[src/tce_pkg.sv]
// Constants, opcodes, halt codes and register map for the teaching CPU execute unit
// -----------------------------------------------------------------------------
// Overview of operation
// - Opcode in bits 15:12, then two-bit selectors, then function or byte argument.
// - While executing, the instruction counter already points at the next instruction.
// - Opcode 0x5 stops execution and leaves the machine halted.
// - Halt with any nonzero register selector is malformed.
// - Halt function field is the 6-bit halt code; zero means normal stop.
// - Unimplemented instruction halts with 0x01, malformed encoding with 0x02.
// - An odd instruction counter halts with 0x03.
// - A memory access beyond installed memory halts with 0x04.
// - Hardware never raises 0x20; it only appears through a program halt.
// - Opcode 0x6 combines second and third selector registers; 0x0 add, 0x1 subtract.
// - Opcode 0x6 functions 0x4, 0x5, 0x6 give AND, OR, XOR.
// - Opcode 0x6 functions 0x8 to 0xb shift the first source register.
// - Constant shift kind from function bits 5:4: lsl, lsr, asl, asr.
// - Constant shift distance is function bits 3:0 plus one.
// - Constant shift with a nonzero third selector is malformed.
// - Opcodes 0x8 to 0xb add, AND, OR, XOR with sign-extended byte.
// - Opcode 0xc is always an illegal instruction error halt.
// - Opcode 0xd replaces the destination's upper byte, keeps the lower byte.
// - Load-high-byte with a nonzero second selector is malformed.
// - Opcode 0xe stores the first register at second register plus byte.
// - Opcode 0xf loads the word at that address into the first register.
// -----------------------------------------------------------------------------
package tce_pkg;
    // Instruction fields
    localparam int OP_MSB = 15;
    localparam int OP_LSB = 12;
    localparam int RX_LSB = 10;
    localparam int RA_LSB = 8;
    localparam int RB_LSB = 6;
    // Opcodes
    localparam logic [3:0] OP_HALT = 4'h5;
    localparam logic [3:0] OP_ARI = 4'h6;
    localparam logic [3:0] OP_SFT = 4'h7;
    localparam logic [3:0] OP_ADC = 4'h8;
    localparam logic [3:0] OP_ANC = 4'h9;
    localparam logic [3:0] OP_ORC = 4'ha;
    localparam logic [3:0] OP_XOC = 4'hb;
    localparam logic [3:0] OP_ILL = 4'hc;
    localparam logic [3:0] OP_LCH = 4'hd;
    localparam logic [3:0] OP_STO = 4'he;
    localparam logic [3:0] OP_LOA = 4'hf;
    // Arithmetic functions
    localparam logic [5:0] FN_ADD = 6'h00;
    localparam logic [5:0] FN_SUB = 6'h01;
    localparam logic [5:0] FN_AND = 6'h04;
    localparam logic [5:0] FN_OR = 6'h05;
    localparam logic [5:0] FN_XOR = 6'h06;
    localparam logic [5:0] FN_LSL = 6'h08;
    localparam logic [5:0] FN_LSR = 6'h09;
    localparam logic [5:0] FN_ASL = 6'h0a;
    localparam logic [5:0] FN_ASR = 6'h0b;
    // Halt codes raised by hardware
    localparam logic [5:0] HC_UNIMPL = 6'h01;
    localparam logic [5:0] HC_FORMAT = 6'h02;
    localparam logic [5:0] HC_ODD_IC = 6'h03;
    localparam logic [5:0] HC_ADDR = 6'h04;
    // APB register byte offsets
    localparam logic [7:0] REG_CTRL = 8'h00;
    localparam logic [7:0] REG_STATUS = 8'h04;
    localparam logic [7:0] REG_IC = 8'h08;
    localparam logic [7:0] REG_GPR0 = 8'h10;
    localparam logic [7:0] REG_GPR3 = 8'h1c;
    // Field positions
    localparam int CTRL_START = 0;
    localparam int STAT_RUN = 0;
    localparam int STAT_HALT = 1;
    localparam int STAT_CODE = 8;
    // Reset values
    localparam logic [15:0] IC_RESET = 16'h0000;
    localparam logic [15:0] WORD_ZERO = 16'h0000;
    localparam logic [5:0] CODE_RESET = 6'h00;
    // Control sequence
    typedef enum logic [2:0] {
        ST_IDLE,
        ST_FETCH,
        ST_EXEC,
        ST_MEM,
        ST_HALT
    } tce_state_e;
endpackage

[src/tce_execute_unit.sv]
// Fetch, decode and execute unit of the teaching CPU with an APB register port
`timescale 1ns/100ps
module tce_execute_unit
    import tce_pkg::*;
#(
    parameter int MEM_BYTES = 256
) (
    // Clock and reset
    input wire logic core_clk,
    input wire logic srst,
    // APB slave
    input wire logic psel,
    input wire logic penable,
    input wire logic pwrite,
    input wire logic [7:0] paddr,
    input wire logic [31:0] pwdata,
    output logic [31:0] prdata,
    output logic pready,
    output logic pslverr,
    // Word memory port
    output logic mem_req,
    output logic mem_we,
    output logic [15:0] mem_addr,
    output logic [15:0] mem_wdata,
    input wire logic [15:0] mem_rdata,
    input wire logic mem_ack,
    // Machine status
    output logic running,
    output logic halted,
    output logic [5:0] halt_code
);

    // -------------------------------------------------------------------------
    // Elaboration checks
    // -------------------------------------------------------------------------
    // The word at the top address needs addr+1, so two bytes is the least
    if (MEM_BYTES < 2 || MEM_BYTES > 65536) begin : g_bad_size
        $error("MEM_BYTES must lie between 2 and 65536");
    end

    localparam logic [16:0] MEM_TOP = 17'(MEM_BYTES);

    // -------------------------------------------------------------------------
    // State
    // -------------------------------------------------------------------------
    tce_state_e state;
    logic [15:0] ic;
    logic [15:0] ir;
    logic [15:0] gpr [4];
    logic [15:0] mem_addr_q;
    logic [1:0] load_dst;

    // APB decode
    logic apb_setup;
    logic apb_wr;
    logic start_req;
    logic sw_access;
    logic [1:0] gpr_sel;
    logic gpr_hit;
    logic mapped;

    // Decode results
    logic [3:0] op;
    logic [1:0] rx;
    logic [1:0] ra;
    logic [1:0] rb;
    logic [5:0] fn;
    logic [15:0] sext;
    logic [15:0] va;
    logic [15:0] vb;
    logic [15:0] vx;
    logic [15:0] ea;
    logic ex_wr;
    logic [15:0] ex_val;
    logic ex_halt;
    logic [5:0] ex_code;
    logic ex_mem;
    logic ex_store;

    // Fetch address checks
    logic ic_odd;
    logic ic_oob;

    // -------------------------------------------------------------------------
    // Helpers
    // -------------------------------------------------------------------------
    // Word at addr also uses addr+1, so both bytes must be installed
    function automatic logic in_range(input logic [15:0] a);
        in_range = ({1'b0, a} + 17'h00001) < MEM_TOP;
    endfunction

    // Kind bit 0 picks right, bit 1 arithmetic; distances past 15 empty the word, or fill it with the sign bit for asr
    function automatic logic [15:0] shifter(input logic [1:0] kind,
                                            input logic [15:0] v,
                                            input logic [4:0] amt);
        logic [15:0] r;
        r = WORD_ZERO;
        case (kind)
            2'b00: r = v << amt;
            2'b01: r = v >> amt;
            2'b10: r = v << amt;
            2'b11: r = 16'($signed(v) >>> amt);
            default: r = WORD_ZERO;
        endcase
        shifter = r;
    endfunction

    // -------------------------------------------------------------------------
    // Instruction decode and execute datapath
    // -------------------------------------------------------------------------
    // Field split of the held instruction
    assign op = ir[OP_MSB:OP_LSB];
    assign rx = ir[RX_LSB+1:RX_LSB];
    assign ra = ir[RA_LSB+1:RA_LSB];
    assign rb = ir[RB_LSB+1:RB_LSB];
    assign fn = ir[5:0];
    assign sext = {{8{ir[7]}}, ir[7:0]};
    assign va = gpr[ra];
    assign vb = gpr[rb];
    assign vx = gpr[rx];
    // Effective address wraps like every other sum
    assign ea = va + sext;

    // One combinational decode; the controller only acts on its outcome
    always_comb begin
        ex_wr = 1'b0;
        ex_val = WORD_ZERO;
        ex_halt = 1'b0;
        ex_code = CODE_RESET;
        ex_mem = 1'b0;
        ex_store = 1'b0;
        case (op)
            OP_HALT: begin
                ex_halt = 1'b1;
                if (rx != 2'b00 || ra != 2'b00 || rb != 2'b00) begin
                    ex_code = HC_FORMAT;
                end else begin
                    ex_code = fn;
                end
            end
            OP_ARI: begin
                ex_wr = 1'b1;
                case (fn)
                    FN_ADD: ex_val = va + vb;
                    FN_SUB: ex_val = va - vb;
                    FN_AND: ex_val = va & vb;
                    FN_OR: ex_val = va | vb;
                    FN_XOR: ex_val = va ^ vb;
                    FN_LSL, FN_LSR, FN_ASL, FN_ASR: begin
                        // Saturate the distance at 16 so a huge count still empties the word, or sign-fills it for asr
                        ex_val = shifter(fn[1:0], va,
                                         (vb > 16'h0010) ? 5'h10 : vb[4:0]);
                    end
                    default: begin
                        ex_wr = 1'b0;
                        ex_halt = 1'b1;
                        ex_code = HC_FORMAT;
                    end
                endcase
            end
            OP_SFT: begin
                if (rb != 2'b00) begin
                    ex_halt = 1'b1;
                    ex_code = HC_FORMAT;
                end else begin
                    ex_wr = 1'b1;
                    ex_val = shifter(fn[5:4], va,
                                     {1'b0, fn[3:0]} + 5'h01);
                end
            end
            OP_ADC: begin
                ex_wr = 1'b1;
                ex_val = va + sext;
            end
            OP_ANC: begin
                ex_wr = 1'b1;
                ex_val = va & sext;
            end
            OP_ORC: begin
                ex_wr = 1'b1;
                ex_val = va | sext;
            end
            OP_XOC: begin
                ex_wr = 1'b1;
                ex_val = va ^ sext;
            end
            OP_ILL: begin
                ex_halt = 1'b1;
                ex_code = HC_UNIMPL;
            end
            OP_LCH: begin
                if (ra != 2'b00) begin
                    ex_halt = 1'b1;
                    ex_code = HC_FORMAT;
                end else begin
                    ex_wr = 1'b1;
                    ex_val = {ir[7:0], vx[7:0]};
                end
            end
            OP_STO, OP_LOA: begin
                if (!in_range(ea)) begin
                    ex_halt = 1'b1;
                    ex_code = HC_ADDR;
                end else begin
                    ex_mem = 1'b1;
                    ex_store = (op == OP_STO);
                end
            end
            default: begin
                // Branches and call live outside this unit
                ex_halt = 1'b1;
                ex_code = HC_UNIMPL;
            end
        endcase
    end

    // Fetch checks on the instruction counter
    assign ic_odd = ic[0];
    assign ic_oob = !in_range(ic);

    // -------------------------------------------------------------------------
    // APB decode
    // -------------------------------------------------------------------------
    // Registers act at the access edge, when the registered pready is high
    assign apb_setup = psel && !penable;
    assign apb_wr = psel && penable && pready && pwrite && !pslverr;
    assign sw_access = (state == ST_IDLE) || (state == ST_HALT);
    assign gpr_hit = (paddr >= REG_GPR0) && (paddr <= REG_GPR3) && (paddr[1:0] == 2'b00);
    assign gpr_sel = 2'((paddr - REG_GPR0) >> 2);
    assign mapped = (paddr == REG_CTRL) || (paddr == REG_STATUS) ||
                    (paddr == REG_IC) || gpr_hit;
    assign start_req = apb_wr && (paddr == REG_CTRL) && pwdata[CTRL_START] && sw_access;

    // Answer flops: one wait-free access phase, error on unmapped addresses
    always_ff @(posedge core_clk) begin
        if (srst) begin
            pready <= 1'b0;
            pslverr <= 1'b0;
            prdata <= 32'h00000000;
        end else if (apb_setup) begin
            pready <= 1'b1;
            pslverr <= !mapped;
            prdata <= 32'h00000000;
            if (!pwrite) begin
                if (paddr == REG_STATUS) begin
                    prdata[STAT_RUN] <= running;
                    prdata[STAT_HALT] <= halted;
                    prdata[STAT_CODE+5:STAT_CODE] <= halt_code;
                end else if (paddr == REG_IC) begin
                    prdata[15:0] <= ic;
                end else if (gpr_hit) begin
                    prdata[15:0] <= gpr[gpr_sel];
                end
            end
        end else begin
            pready <= 1'b0;
            pslverr <= 1'b0;
        end
    end

    // -------------------------------------------------------------------------
    // Sequencer
    // -------------------------------------------------------------------------
    // A start request from software wins only while the machine is stopped
    always_ff @(posedge core_clk) begin
        if (srst) begin
            state <= ST_IDLE;
        end else begin
            case (state)
                ST_IDLE, ST_HALT: begin
                    if (start_req) begin
                        state <= ST_FETCH;
                    end
                end
                ST_FETCH: begin
                    if (!mem_req && (ic_odd || ic_oob)) begin
                        state <= ST_HALT;
                    end else if (mem_req && mem_ack) begin
                        state <= ST_EXEC;
                    end
                end
                ST_EXEC: begin
                    if (ex_halt) begin
                        state <= ST_HALT;
                    end else if (ex_mem) begin
                        state <= ST_MEM;
                    end else begin
                        state <= ST_FETCH;
                    end
                end
                ST_MEM: begin
                    if (mem_req && mem_ack) begin
                        state <= ST_FETCH;
                    end
                end
                default: state <= ST_IDLE;
            endcase
        end
    end

    // Instruction counter: bumped at fetch so execution sees the next address
    always_ff @(posedge core_clk) begin
        if (srst) begin
            ic <= IC_RESET;
            ir <= WORD_ZERO;
        end else if (state == ST_FETCH && mem_req && mem_ack) begin
            ir <= mem_rdata;
            ic <= ic + 16'h0002;
        end else if (apb_wr && paddr == REG_IC && sw_access) begin
            ic <= pwdata[15:0];
        end
    end

    // Register file; r0 is held at zero, so writes to it are dropped
    always_ff @(posedge core_clk) begin
        if (srst) begin
            for (int i = 0; i < 4; i++) begin
                gpr[i] <= WORD_ZERO;
            end
        end else if (state == ST_EXEC && ex_wr && rx != 2'b00) begin
            gpr[rx] <= ex_val;
        end else if (state == ST_MEM && mem_req && mem_ack && !mem_we &&
                     load_dst != 2'b00) begin
            gpr[load_dst] <= mem_rdata;
        end else if (apb_wr && gpr_hit && sw_access && gpr_sel != 2'b00) begin
            gpr[gpr_sel] <= pwdata[15:0];
        end
    end

    // Memory request: held until the memory acknowledges
    always_ff @(posedge core_clk) begin
        if (srst) begin
            mem_req <= 1'b0;
            mem_we <= 1'b0;
            mem_addr_q <= WORD_ZERO;
            mem_wdata <= WORD_ZERO;
            load_dst <= 2'b00;
        end else if (mem_req) begin
            if (mem_ack) begin
                mem_req <= 1'b0;
                mem_we <= 1'b0;
            end
        end else if (state == ST_FETCH && !ic_odd && !ic_oob) begin
            mem_req <= 1'b1;
            mem_we <= 1'b0;
            mem_addr_q <= ic;
        end else if (state == ST_EXEC && !ex_halt && ex_mem) begin
            mem_req <= 1'b1;
            mem_we <= ex_store;
            mem_addr_q <= ea;
            mem_wdata <= vx;
            load_dst <= rx;
        end
    end

    assign mem_addr = mem_addr_q;

    // Status flops; the code keeps its value until the next start
    always_ff @(posedge core_clk) begin
        if (srst) begin
            running <= 1'b0;
            halted <= 1'b0;
            halt_code <= CODE_RESET;
        end else if (start_req) begin
            running <= 1'b1;
            halted <= 1'b0;
            halt_code <= CODE_RESET;
        end else if (state == ST_FETCH && !mem_req && ic_odd) begin
            running <= 1'b0;
            halted <= 1'b1;
            halt_code <= HC_ODD_IC;
        end else if (state == ST_FETCH && !mem_req && ic_oob) begin
            running <= 1'b0;
            halted <= 1'b1;
            halt_code <= HC_ADDR;
        end else if (state == ST_EXEC && ex_halt) begin
            running <= 1'b0;
            halted <= 1'b1;
            halt_code <= ex_code;
        end
    end

endmodule // tce_execute_unit

[config.mk]
export PLATFORM = sky130hd
export DESIGN_NAME = tce_execute_unit
export DESIGN_NICKNAME = d
export VERILOG_FILES = /design/src/tce_pkg.sv /design/src/tce_execute_unit.sv
export SDC_FILE = /design/constraint.sdc
export NUM_CORES = 1
export LEC_CHECK = 0
export BUFFER_PORTS_ARGS = -buffer_cell sky130_fd_sc_hd__buf_2
export CAP_MARGIN = 40
export CELL_PAD_IN_SITES_DETAIL_PLACEMENT = 2
export CELL_PAD_IN_SITES_GLOBAL_PLACEMENT = 2
export CORE_ASPECT_RATIO = 0.7
export CORE_MARGIN = 5
export CORE_UTILIZATION = 30
export DETAILED_ROUTE_END_ITERATION = 8
export PLACE_DENSITY_LB_ADDON = 0.1
export SYNTH_ARGS = -nofsm -noshare
export SYNTH_HDL_FRONTEND = slang
export SYNTH_SLANG_ARGS = --single-unit
[constraint.sdc]
create_clock -name core_clk -period 9.4 [get_ports core_clk]
set_input_delay 1.88 -clock core_clk [delete_from_list [all_inputs] [get_ports core_clk]]
set_output_delay 1.88 -clock core_clk [all_outputs]
set_load 0.01 [all_outputs]
======== Yosys cells after proc, flatten, opt, wreduce, memory -nomap -nowiden ========
Memories as Yosys holds them, arrays and structs flattened. A register that Yosys moved wholly into a read port is not among the register bits.
Cells that the tools add are included.
W data, S select, Z words.
operators by class
  eq/ne operators ......................... 34
  $mul .................................... 0
  shift operators ......................... 6
  div/mod/pow operators ................... 0
  $add $sub $neg .......................... 8
  mux-type cells .......................... 92
  bitwise gates (word level) .............. 9
  reduce and logical (&&, ||, !) cells .... 83
  order comparisons ....................... 5
operator list
  kind                     number
  $mux W16                 12
  $pmux W16 S7             1
  $pmux W16 S3             2
  $pmux W16 S6             1
  $reduce_or A16 Y1        3
  $mux W1                  44
  $pmux W6 S6              1
  $add A16 B1 Y17 const B  2
  $lt A17 B9 Y1 const B    2
  $logic_and A1 B1 Y1      33
  $add A16 B16 Y16         2
  $and A16 B16 Y16         2
  $mux W2                  16
  $or A16 B16 Y16          2
  $shl A16 B5 Y16          2
  $shr A16 B5 Y16          2
  $sshr A16 B5 Y16         2
  $xor A16 B16 Y16         2
  $eq A4 B4 Y1 const B     7
  $eq A6 B4 Y1 const B     4
  $mux W3                  8
  $eq A6 B3 Y1 const B     3
  $mux W6                  3
  $add A16 B2 Y16 const B  1
  other kinds (38)         80
word-level totals
  bits in writable memories ............... 64
  latch bits .............................. 0
  ROM bits ................................ 0
  output and inout port bits .............. 76
  bits of input ports ..................... 62
  memories kept ........................... 1
  bits in registers ....................... 97
memories
  name  words  width  read ports  clocked after memory_dff  write ports  line                    text
  gpr   4      16     4           3                         4            tce_execute_unit.sv:49  logic [15:0] gpr [4];

======== Depth between registers and ports, before layout ========
Gate-level depths: netlist of the first run.
  depth in word-level cells ............... 14
  depth in mapped cells ................... 23
  gate-level depth less buffers ........... 20

======== Least setup slack after synthesis of the first run ========
No wires, ideal clock.
  path kind ............................... reg2reg
  start ................................... register ir[0]
  end ..................................... memory gpr[3][0], enable pin
  cell stages (with the launch flop) ...... 16
  buffers on the path ..................... 5
  period minus slack after synthesis ...... 5.753 ns
  path slack .............................. 3.647 ns
  arrival ................................. 5.339 ns
  required time ........................... 8.986 ns
  cell sequence ........................... dfxtp_1 > clkbuf_1 > inv_2 > buf_1 > clkbuf_1 > buf_1 > ha_1 > or4_1 > nand4_1 > a311oi_1 > clkbuf_1 > o21ai_1 > o22a_1 > o21a_1 > inv_1 > a211oi_1
RTL lines
  what                    line                     text
  from (decl)             tce_execute_unit.sv:48   logic [15:0] ir;
  from (signal assigned)  tce_execute_unit.sv:307  ir <= mem_rdata;
  to (decl)               tce_execute_unit.sv:49

==> metrics.txt, run 1 <==
Netlist Area Pre-Place 17900 um2; register area share after synthesis 22.3%; CTS root buf clkbuf_16; CP endpoint kind flip-flop; most common flop cell mapped by yosys dfxtp_1; setup_tns 0 ns; Metal-1 WL 49200 um; WL/cell 34.4 um; PwrDens 104 nW/um2; Core Util, Final 34.1%; leakage 7.25 nW; VDD IR-drop max 138 uV; CP max FO 23; CTS clk-pin slew, worst paths 0.08 ns; first-pass GRT wire length 148000 um; Slew HR 32.1%; Post-synth EDFFs 64; Max clock buf depth 2; CTS tree built; clk_skew 0.0175 ns; Die Wd 302 um; async set or reset register ratio after synthesis 0%; fin crit period 7.13 ns; Final Max Slew Viols 0; Hold Slack 0.466 ns; core area 58700 um2; Power Total 2.08 mW; commonest non-fill, non-tap cell in the layout nor2_1; setup violators final 0; Routed met3 length 9210 um; CP startpoint kind flip-flop; Ports 138; area of the multi-input gates 12900 um2; Final Hold Viols 0; clock sink total 167; Distinct cells, synth 94; final estimated routing congestion in global placement 0.960; post-route antenna net violation count 0; setup bufs post-CTS 0; DRT Pass-1 Iters 9; DRC 0; number of placement rows 74; DIE AREA 64600 um2; # fillers 6705; Mapped Cells 2161; Synth Register Bits 167; met2 wire length 43200 um; placed insts 2991; antenna violations before repair 5; largest net degree at the start of global routing 44; status complete, no violations; Iter 0 DRT Violations 2125; via count 19500; Mean Syn Cell Area 8.27 um2; DR top layer met4; Final Worst Setup Slack 2.27 ns; Post-Place Worst Slack 2.60 ns; Vias/cell 6.43; non-filler cells, final 3027; H-tree Lvls 4; Num CTS Buffers 17; ratio of cells with drive above 1 in the final layout 17.9%; register area 3990 um2; Area Overhead vs Synth 12.0%; RSZ-0062 raised after global routing no; placed cell area 19400 um2; initial core utilization 30.4%; data arrival time of the critical path 7.31 ns; Total GRT Usage 31.2%; CP required 9.58 ns; post_cts resized 0; Final Cycle Share 75.8%; final wirelength 104000 um; Worst-Skew Late Latency 0.46 ns; vias in the first global route 19600; Worst-Margin Slew 1.01 ns; f_max 140 MHz; Overflow after GRT 0; Port-buffer cells 105; commonest cells after routing, fill and taps aside 220 x nor2_1, 176 x nand2_1, 156 x a21oi_1, 125 x o21ai_0, 107 x buf_2; CTS Hold Bufs 0; Final Cell Area 20000 um2; fin nets 2363; crit path kind flip-flop to flip-flop; yosys warns 0; HP Class flip-flop to flip-flop; DPL Wire Length 79000 um; Max Cap Viol 0; Die Y 214 um
## Yosys cell counts (21+ instances only)
cell type	number	share of area [%]
xnor2_1	34	1.7
o21a_1	21	0.88
edfxtp_1	64	11
inv_1	74	1.6
a31oi_1	26	0.91
buf_2	21	0.59
buf_4	21	0.88
nor2_1	221	4.6
nor3_1	61	1.7
nor4_1	23	0.81
clkbuf_1	122	2.6
nand4_1	21	0.74
nand3_1	76	2.1
a221oi_1	24	1.2
a211oi_1	35	1.5
ha_1	87	6.1
a22oi_1	29	1.2
mux2_2	33	2.1
a21oi_1	156	4.4
dfxtp_1	103	12
mux2i_1	85	4.8
o31ai_1	24	1.0
o21ai_0	125	3.5
nand2_1	176	3.7
o211ai_1	65	2.7
mux4_2	88	11
## final cells by class
class                           count  share of cell area, %
Clock inverter                     11                  0.488
Sequential cell                   167                   19.9
Multi-Input combinational cell   1757                   64.5
Clock buffer                       21                   2.46
Antenna cell                        4                 0.0500
Inverter                           81                   1.52
Tap cell                          798                   4.99
Timing Repair Buffer              188                   6.09
## per-layer routing
layer	track usage, %	vias to the layer above
met5	1.49	-
met3	6.84	132
met1	46.9	10100
met4	7.29	0
met2	45.1	881
li1	-	8327
## registers in the layout, summed over array words and instances, names as in the netlist, named ones only
register	flops
gpr	64
halt_code	6
halted	1
ic	16
ir	16
load_dst	2
mem_addr	16
mem_req	1
mem_wdata	16
mem_we	1
prdata	16
pready	1
pslverr	1
running	1
state	3
## kinds of logic (layout without fill, tap and decap cells)
| group | count (synthesis) | in the layout | share of synthesized area, % |
|---|---|---|---|
| xor+xnor | 39 | 39 | 1.91 |
| other cells | 1 | 36 | 0.0210 |
| flops | 167 | 167 | 22.3 |
| buf+inv | 268 | 301 | 6.43 |
| compound gates | 667 | 667 | 25.3 |
| fa+ha+maj | 89 | 89 | 6.32 |
| mux | 206 | 206 | 17.9 |
| simple gates | 724 | 724 | 19.8 |
## worst paths after layout
path | startpoint | end | cells after the start | slack (ns)
max | flip-flop | gpr[1][11]$_SDFFCE_PN0P_ | 20 | 2.27
min | mem_addr[4]$_SDFFE_PP0P_ | mem_addr[4]$_SDFFE_PP0P_ | 2 | 0.47
max reg2reg | flip-flop | gpr[1][11]$_SDFFCE_PN0P_ | 20 | 2.27
min reg2reg | mem_addr[4]$_SDFFE_PP0P_ | mem_addr[4]$_SDFFE_PP0P_ | 2 | 0.47
## where the power goes
group / internal, mW / leakage [nW] / switching, mW
sequential: 0.764 / 1.48 / 0.0152
clock: 0.386 / 0.294 / 0.346
combinational: 0.175 / 5.47 / 0.390
total: 1.33 / 7.25 / 0.751
## worst max-delay path: stages, from the launching register on
cell,delay [ns]
dfxtp_1,0.34
buf_4,0.34
mux2i_1,0.22
mux2_2,0.57
clkinv_1,0.51
or2_1,0.41
nor2_1,0.54
nand2_1,0.24
nand2_1,0.14
xnor2_1,0.15
ha_1,0.31
o21a_1,0.14
o21ai_0,0.16
nand2b_1,0.13
a311o_1,0.41
a21oi_1,0.19
xnor2_1,0.12
a221oi_1,0.75
o21ai_0,0.18
a22oi_1,0.85
nor2_1,0.11
Note: power is estimated with default switching activity, not from simulation.
==> inputs of run 2 (changes only) <==
--- a/config.mk
+++ b/config.mk
@@ -5,6 +5,7 @@
 export SDC_FILE = /design/constraint.sdc
 export NUM_CORES = 1
 export LEC_CHECK = 0
+export ABC_AREA = 1
 export BUFFER_PORTS_ARGS = -buffer_cell sky130_fd_sc_hd__buf_2
 export CAP_MARGIN = 40
 export CELL_PAD_IN_SITES_DETAIL_PLACEMENT = 2
==> constraint.sdc (replaced) <==
create_clock -name core_clk -period 6.7 [get_ports core_clk]
set_input_delay 1.34 -clock core_clk [delete_from_list [all_inputs] [get_ports core_clk]]
set_output_delay 1.34 -clock core_clk [all_outputs]
set_load 0.01 [all_outputs]
==> run 2 against run 1 <==
Against the previous run:
- critical path depth increased by 9
- total power increased by 35%
- maximum frequency grew 24%
- clock-buffer cell count is 3 lower
- clock power up 42%
- clock skew decreased by 0.0055 ns
- combinational power up 18%
- register-to-register slack lost 1.3 ns
- first-iteration DRC count decreased by 15%
- cell area shrank 6.3%
- area after synthesis fell by 6.9%
- routed wire length down 10%
==> metrics.txt, run 2 <==
Hold Crit Start prdata[4]$_SDFFE_PP0P_; Setup crit start ir[2]$_SDFFE_PP0P_; number of flip-flops in the largest register 64 (unchanged); clock sink total 167 (unchanged); status complete, no violations; Slew HR 40.8% (+8.8 points); crit path kind flip-flop to flip-flop; post-route antenna net violation count 0 (unchanged); DRT Pass-1 Iters 5 (-4); Mapped Cells 2725 (+26%); antenna violations before repair 7 (+2); CTS clk-pin slew, worst paths 0.07 ns (about the same); number of placement rows 72 (-2.7%); CP max FO 8 (-65%); most common flop cell mapped by yosys dfxtp_1; Final Cycle Share 85.6% (+9.8 points); Die Wd 292 um (-3.4%); Area Overhead vs Synth 12.7%; Distinct cells, synth 60 (-36%); placed insts 3535 (+18%); register area 3980 um2 (about the same); Synth area leaders nand2_1 18%, dfxtp_1 12%, edfxtp_1 12%, o21ai_0 6.9%, ha_1 6.5%; Ports 138 (unchanged); largest net degree at the start of global routing 52 (+18%); CP endpoint kind flip-flop; setup_tns 0 ns (unchanged); setup bufs post-CTS 0 (unchanged); via count 20100 (+3.2%); final estimated routing congestion in global placement 0.943 (-1.8%); async set or reset register ratio after synthesis 0% (unchanged); Worst-Margin Slew 0.888 ns (-0.127 ns); core area 55000 um2 (-6.2%); clk_skew 0.0120 ns (-0.00549 ns); Synth Area in Simple Gates 35.2% (+15 points); setup violators final 0 (unchanged); CTS tree built; most common cell in the netlist nand2_1; post_cts resized 0 (unchanged); DPL Wire Length 74100 um (-6.2%); Mean Syn Cell Area 6.11 um2 (-26%); Post-Synth XOR/XNOR Area 1.95% (+0.036 points); Die Y 207 um (-3.3%); area of the multi-input gates 10900 um2 (-15%); WL/cell 26.1 um (-24%); Overflow after GRT 0 (unchanged); CP required 6.91 ns (-2.67 ns); register area share after synthesis 23.9% (+1.6 points); fin crit period 5.74 ns (-1.39 ns); H-tree Lvls 4 (unchanged); Commonest cells post-synth 816 x nand2_1, 280 x inv_1, 230 x o21ai_0, 214 x nand3_1, 211 x nor2_1; CTS Hold Bufs 0 (unchanged); Netlist Area Pre-Place 16600 um2 (-6.9%); RSZ-0062 raised after global routing no; PwrDens 149 nW/um2 (+44%); Worst-Skew Late Latency 0.46 ns (about the same); reg2reg path depth 29 (+45%); f_max 174 MHz (+24%); Max Cap Viol 0 (unchanged); commonest non-fill, non-tap cell in the layout nand2_1; CTS root buf clkbuf_16; Synth Area in Compound Gates 21.0% (-4.3 points); VDD IR-drop max 126 uV (-9.1%); non-filler cells, final 3569 (+18%); data arrival time of the critical path 5.94 ns (-1.37 ns); share of the synthesized area in the top cell type 18.4% (+6.9 points); most flop-heavy register gpr; post-synthesis mux area share 0.120% (-18 points); Slowest-stage cell, CP nor2_1; Total GRT Usage 29.5% (-1.7 points); Synth area leader nand2_1; Final Max Slew Viols 0 (unchanged); Vias/cell 5.63 (-12%); RR Startpoint ir[2]$_SDFFE_PP0P_; HP Class flip-flop to flip-flop; Synth Register Bits 167 (unchanged); Synth Area in Adders 6.78% (+0.47 points); Num CTS Buffers 17 (unchanged); Max clock buf depth 2 (unchanged); ratio of cells with drive above 1 in the final layout 10.1% (-7.9 points); Post-synth EDFFs 64 (unchanged); vias in the first global route 20600 (+4.7%); initial core utilization 30.2% (-0.21 points); fin nets 2966 (+26%); yosys warns 0 (unchanged); Reg2Reg Capture Point gpr[2][15]$_SDFFCE_PN0P_; Cells on Worst Hold Path 2 (unchanged); Hold Path End prdata[4]$_SDFFE_PP0P_; Final Hold Viols 0 (unchanged); DIE AREA 60400 um2 (-6.6%); commonest cells after routing, fill and taps aside 816 x nand2_1, 280 x inv_1, 230 x o21ai_0, 214 x nand3_1, 210 x nor2_1; main combinational cell family by area after synthesis simple AND/OR/NAND/NOR gates; leakage 8.72 nW (+20%); final wirelength 93300 um (-10%); Port-buffer cells 105 (unchanged); # fillers 6859 (+2.3%); DRC 0 (unchanged); max incr delay on CP 0.67 ns (-0.18 ns); most frequent CP cell nand2_1; first-pass GRT wire length 136000 um (-8.3%); r2r setup slk 0.96 ns (-1.31 ns); CP startpoint kind flip-flop; Iter 0 DRT Violations 1814 (-15%)
## run 2: where the power goes
part | total [mW] | internal (mW) | switching, mW
clock network | 1.04 | 0.544 | 0.497
logic | 0.667 | 0.185 | 0.482
registers | 1.09 | 1.07 | 0.0217
total | 2.80 | 1.80 | 1.00
## run 2: metrics by stage
step | total power [mW] | hold slack [ns] | area (um2) | setup slack (ns) | util (%)
after floorplan | 1.48 | 0.464 | 16800 | 2.56 | -
after global placement | 1.73 | 0.454 | 18100 | 1.36 | 32.8
after detailed placement | 1.76 | 0.461 | 18200 | 1.23 | 33.0
after CTS | 2.79 | 0.472 | 18700 | 1.20 | 34.1
after global routing | 2.90 | 0.486 | 18700 | 0.562 | 34.1
final | 2.80 | 0.467 | 18800 | 0.963 | 34.1
## run 2: layout make-up
class	instances	share of cell area, %
Timing Repair Buffer	186	6.35
Clock buffer	18	2.40
Antenna cell	1	0.0133
Tap cell	740	4.94
Inverter	297	5.96
Clock inverter	14	0.727
Sequential cell	167	21.2
Multi-Input combinational cell	2146	58.4
## run 2: logic make-up (layout without fill, tap and decap cells)
family,count (synthesis),count (layout)
AND/OR/NAND/NOR,1379,1379
AO/OA/AOI/OAI,607,607
buffers and inverters,443,515
flip-flops,167,167
adder cells (fa/ha/maj),89,89
XOR/XNOR,37,37
multiplexers,2,2
other,1,33
## run 2: routing by layer
layer  vias up  global-route usage, %  wire length (um)  part of all wire, %
li1       9215                      -                 -                    -
met1     10100                   43.3             44600                   48
met2       635                   43.4             38800                   42
met3       101                   7.58              7930                  8.5
met4         0                   6.51              1920                  2.1
met5         -                      0                 0                    0
## run 2: critical path: cells and delay by family (launching register included)
kind	cells	cell delay (ns)
compound gates	6	1.58
fa+ha+maj	1	0.20
buf+inv	7	1.11
flops	1	0.31
simple gates	15	2.30
## run 2: how the worst max path moves through the flow
stage	cells after the start	endpoint	slack, ns
finish	29	gpr[2][15]$_SDFFCE_PN0P_	0.96
global route	30	gpr[2][13]$_SDFFCE_PN0P_	0.56
CTS	30	gpr[2][13]$_SDFFCE_PN0P_	1.20
detailed placement	29	gpr[3][15]$_DFFE_PP_	1.23
global placement	30	gpr[2][13]$_SDFFCE_PN0P_	1.36
floorplan	31	gpr[2][12]$_SDFFCE_PN0P_	2.56
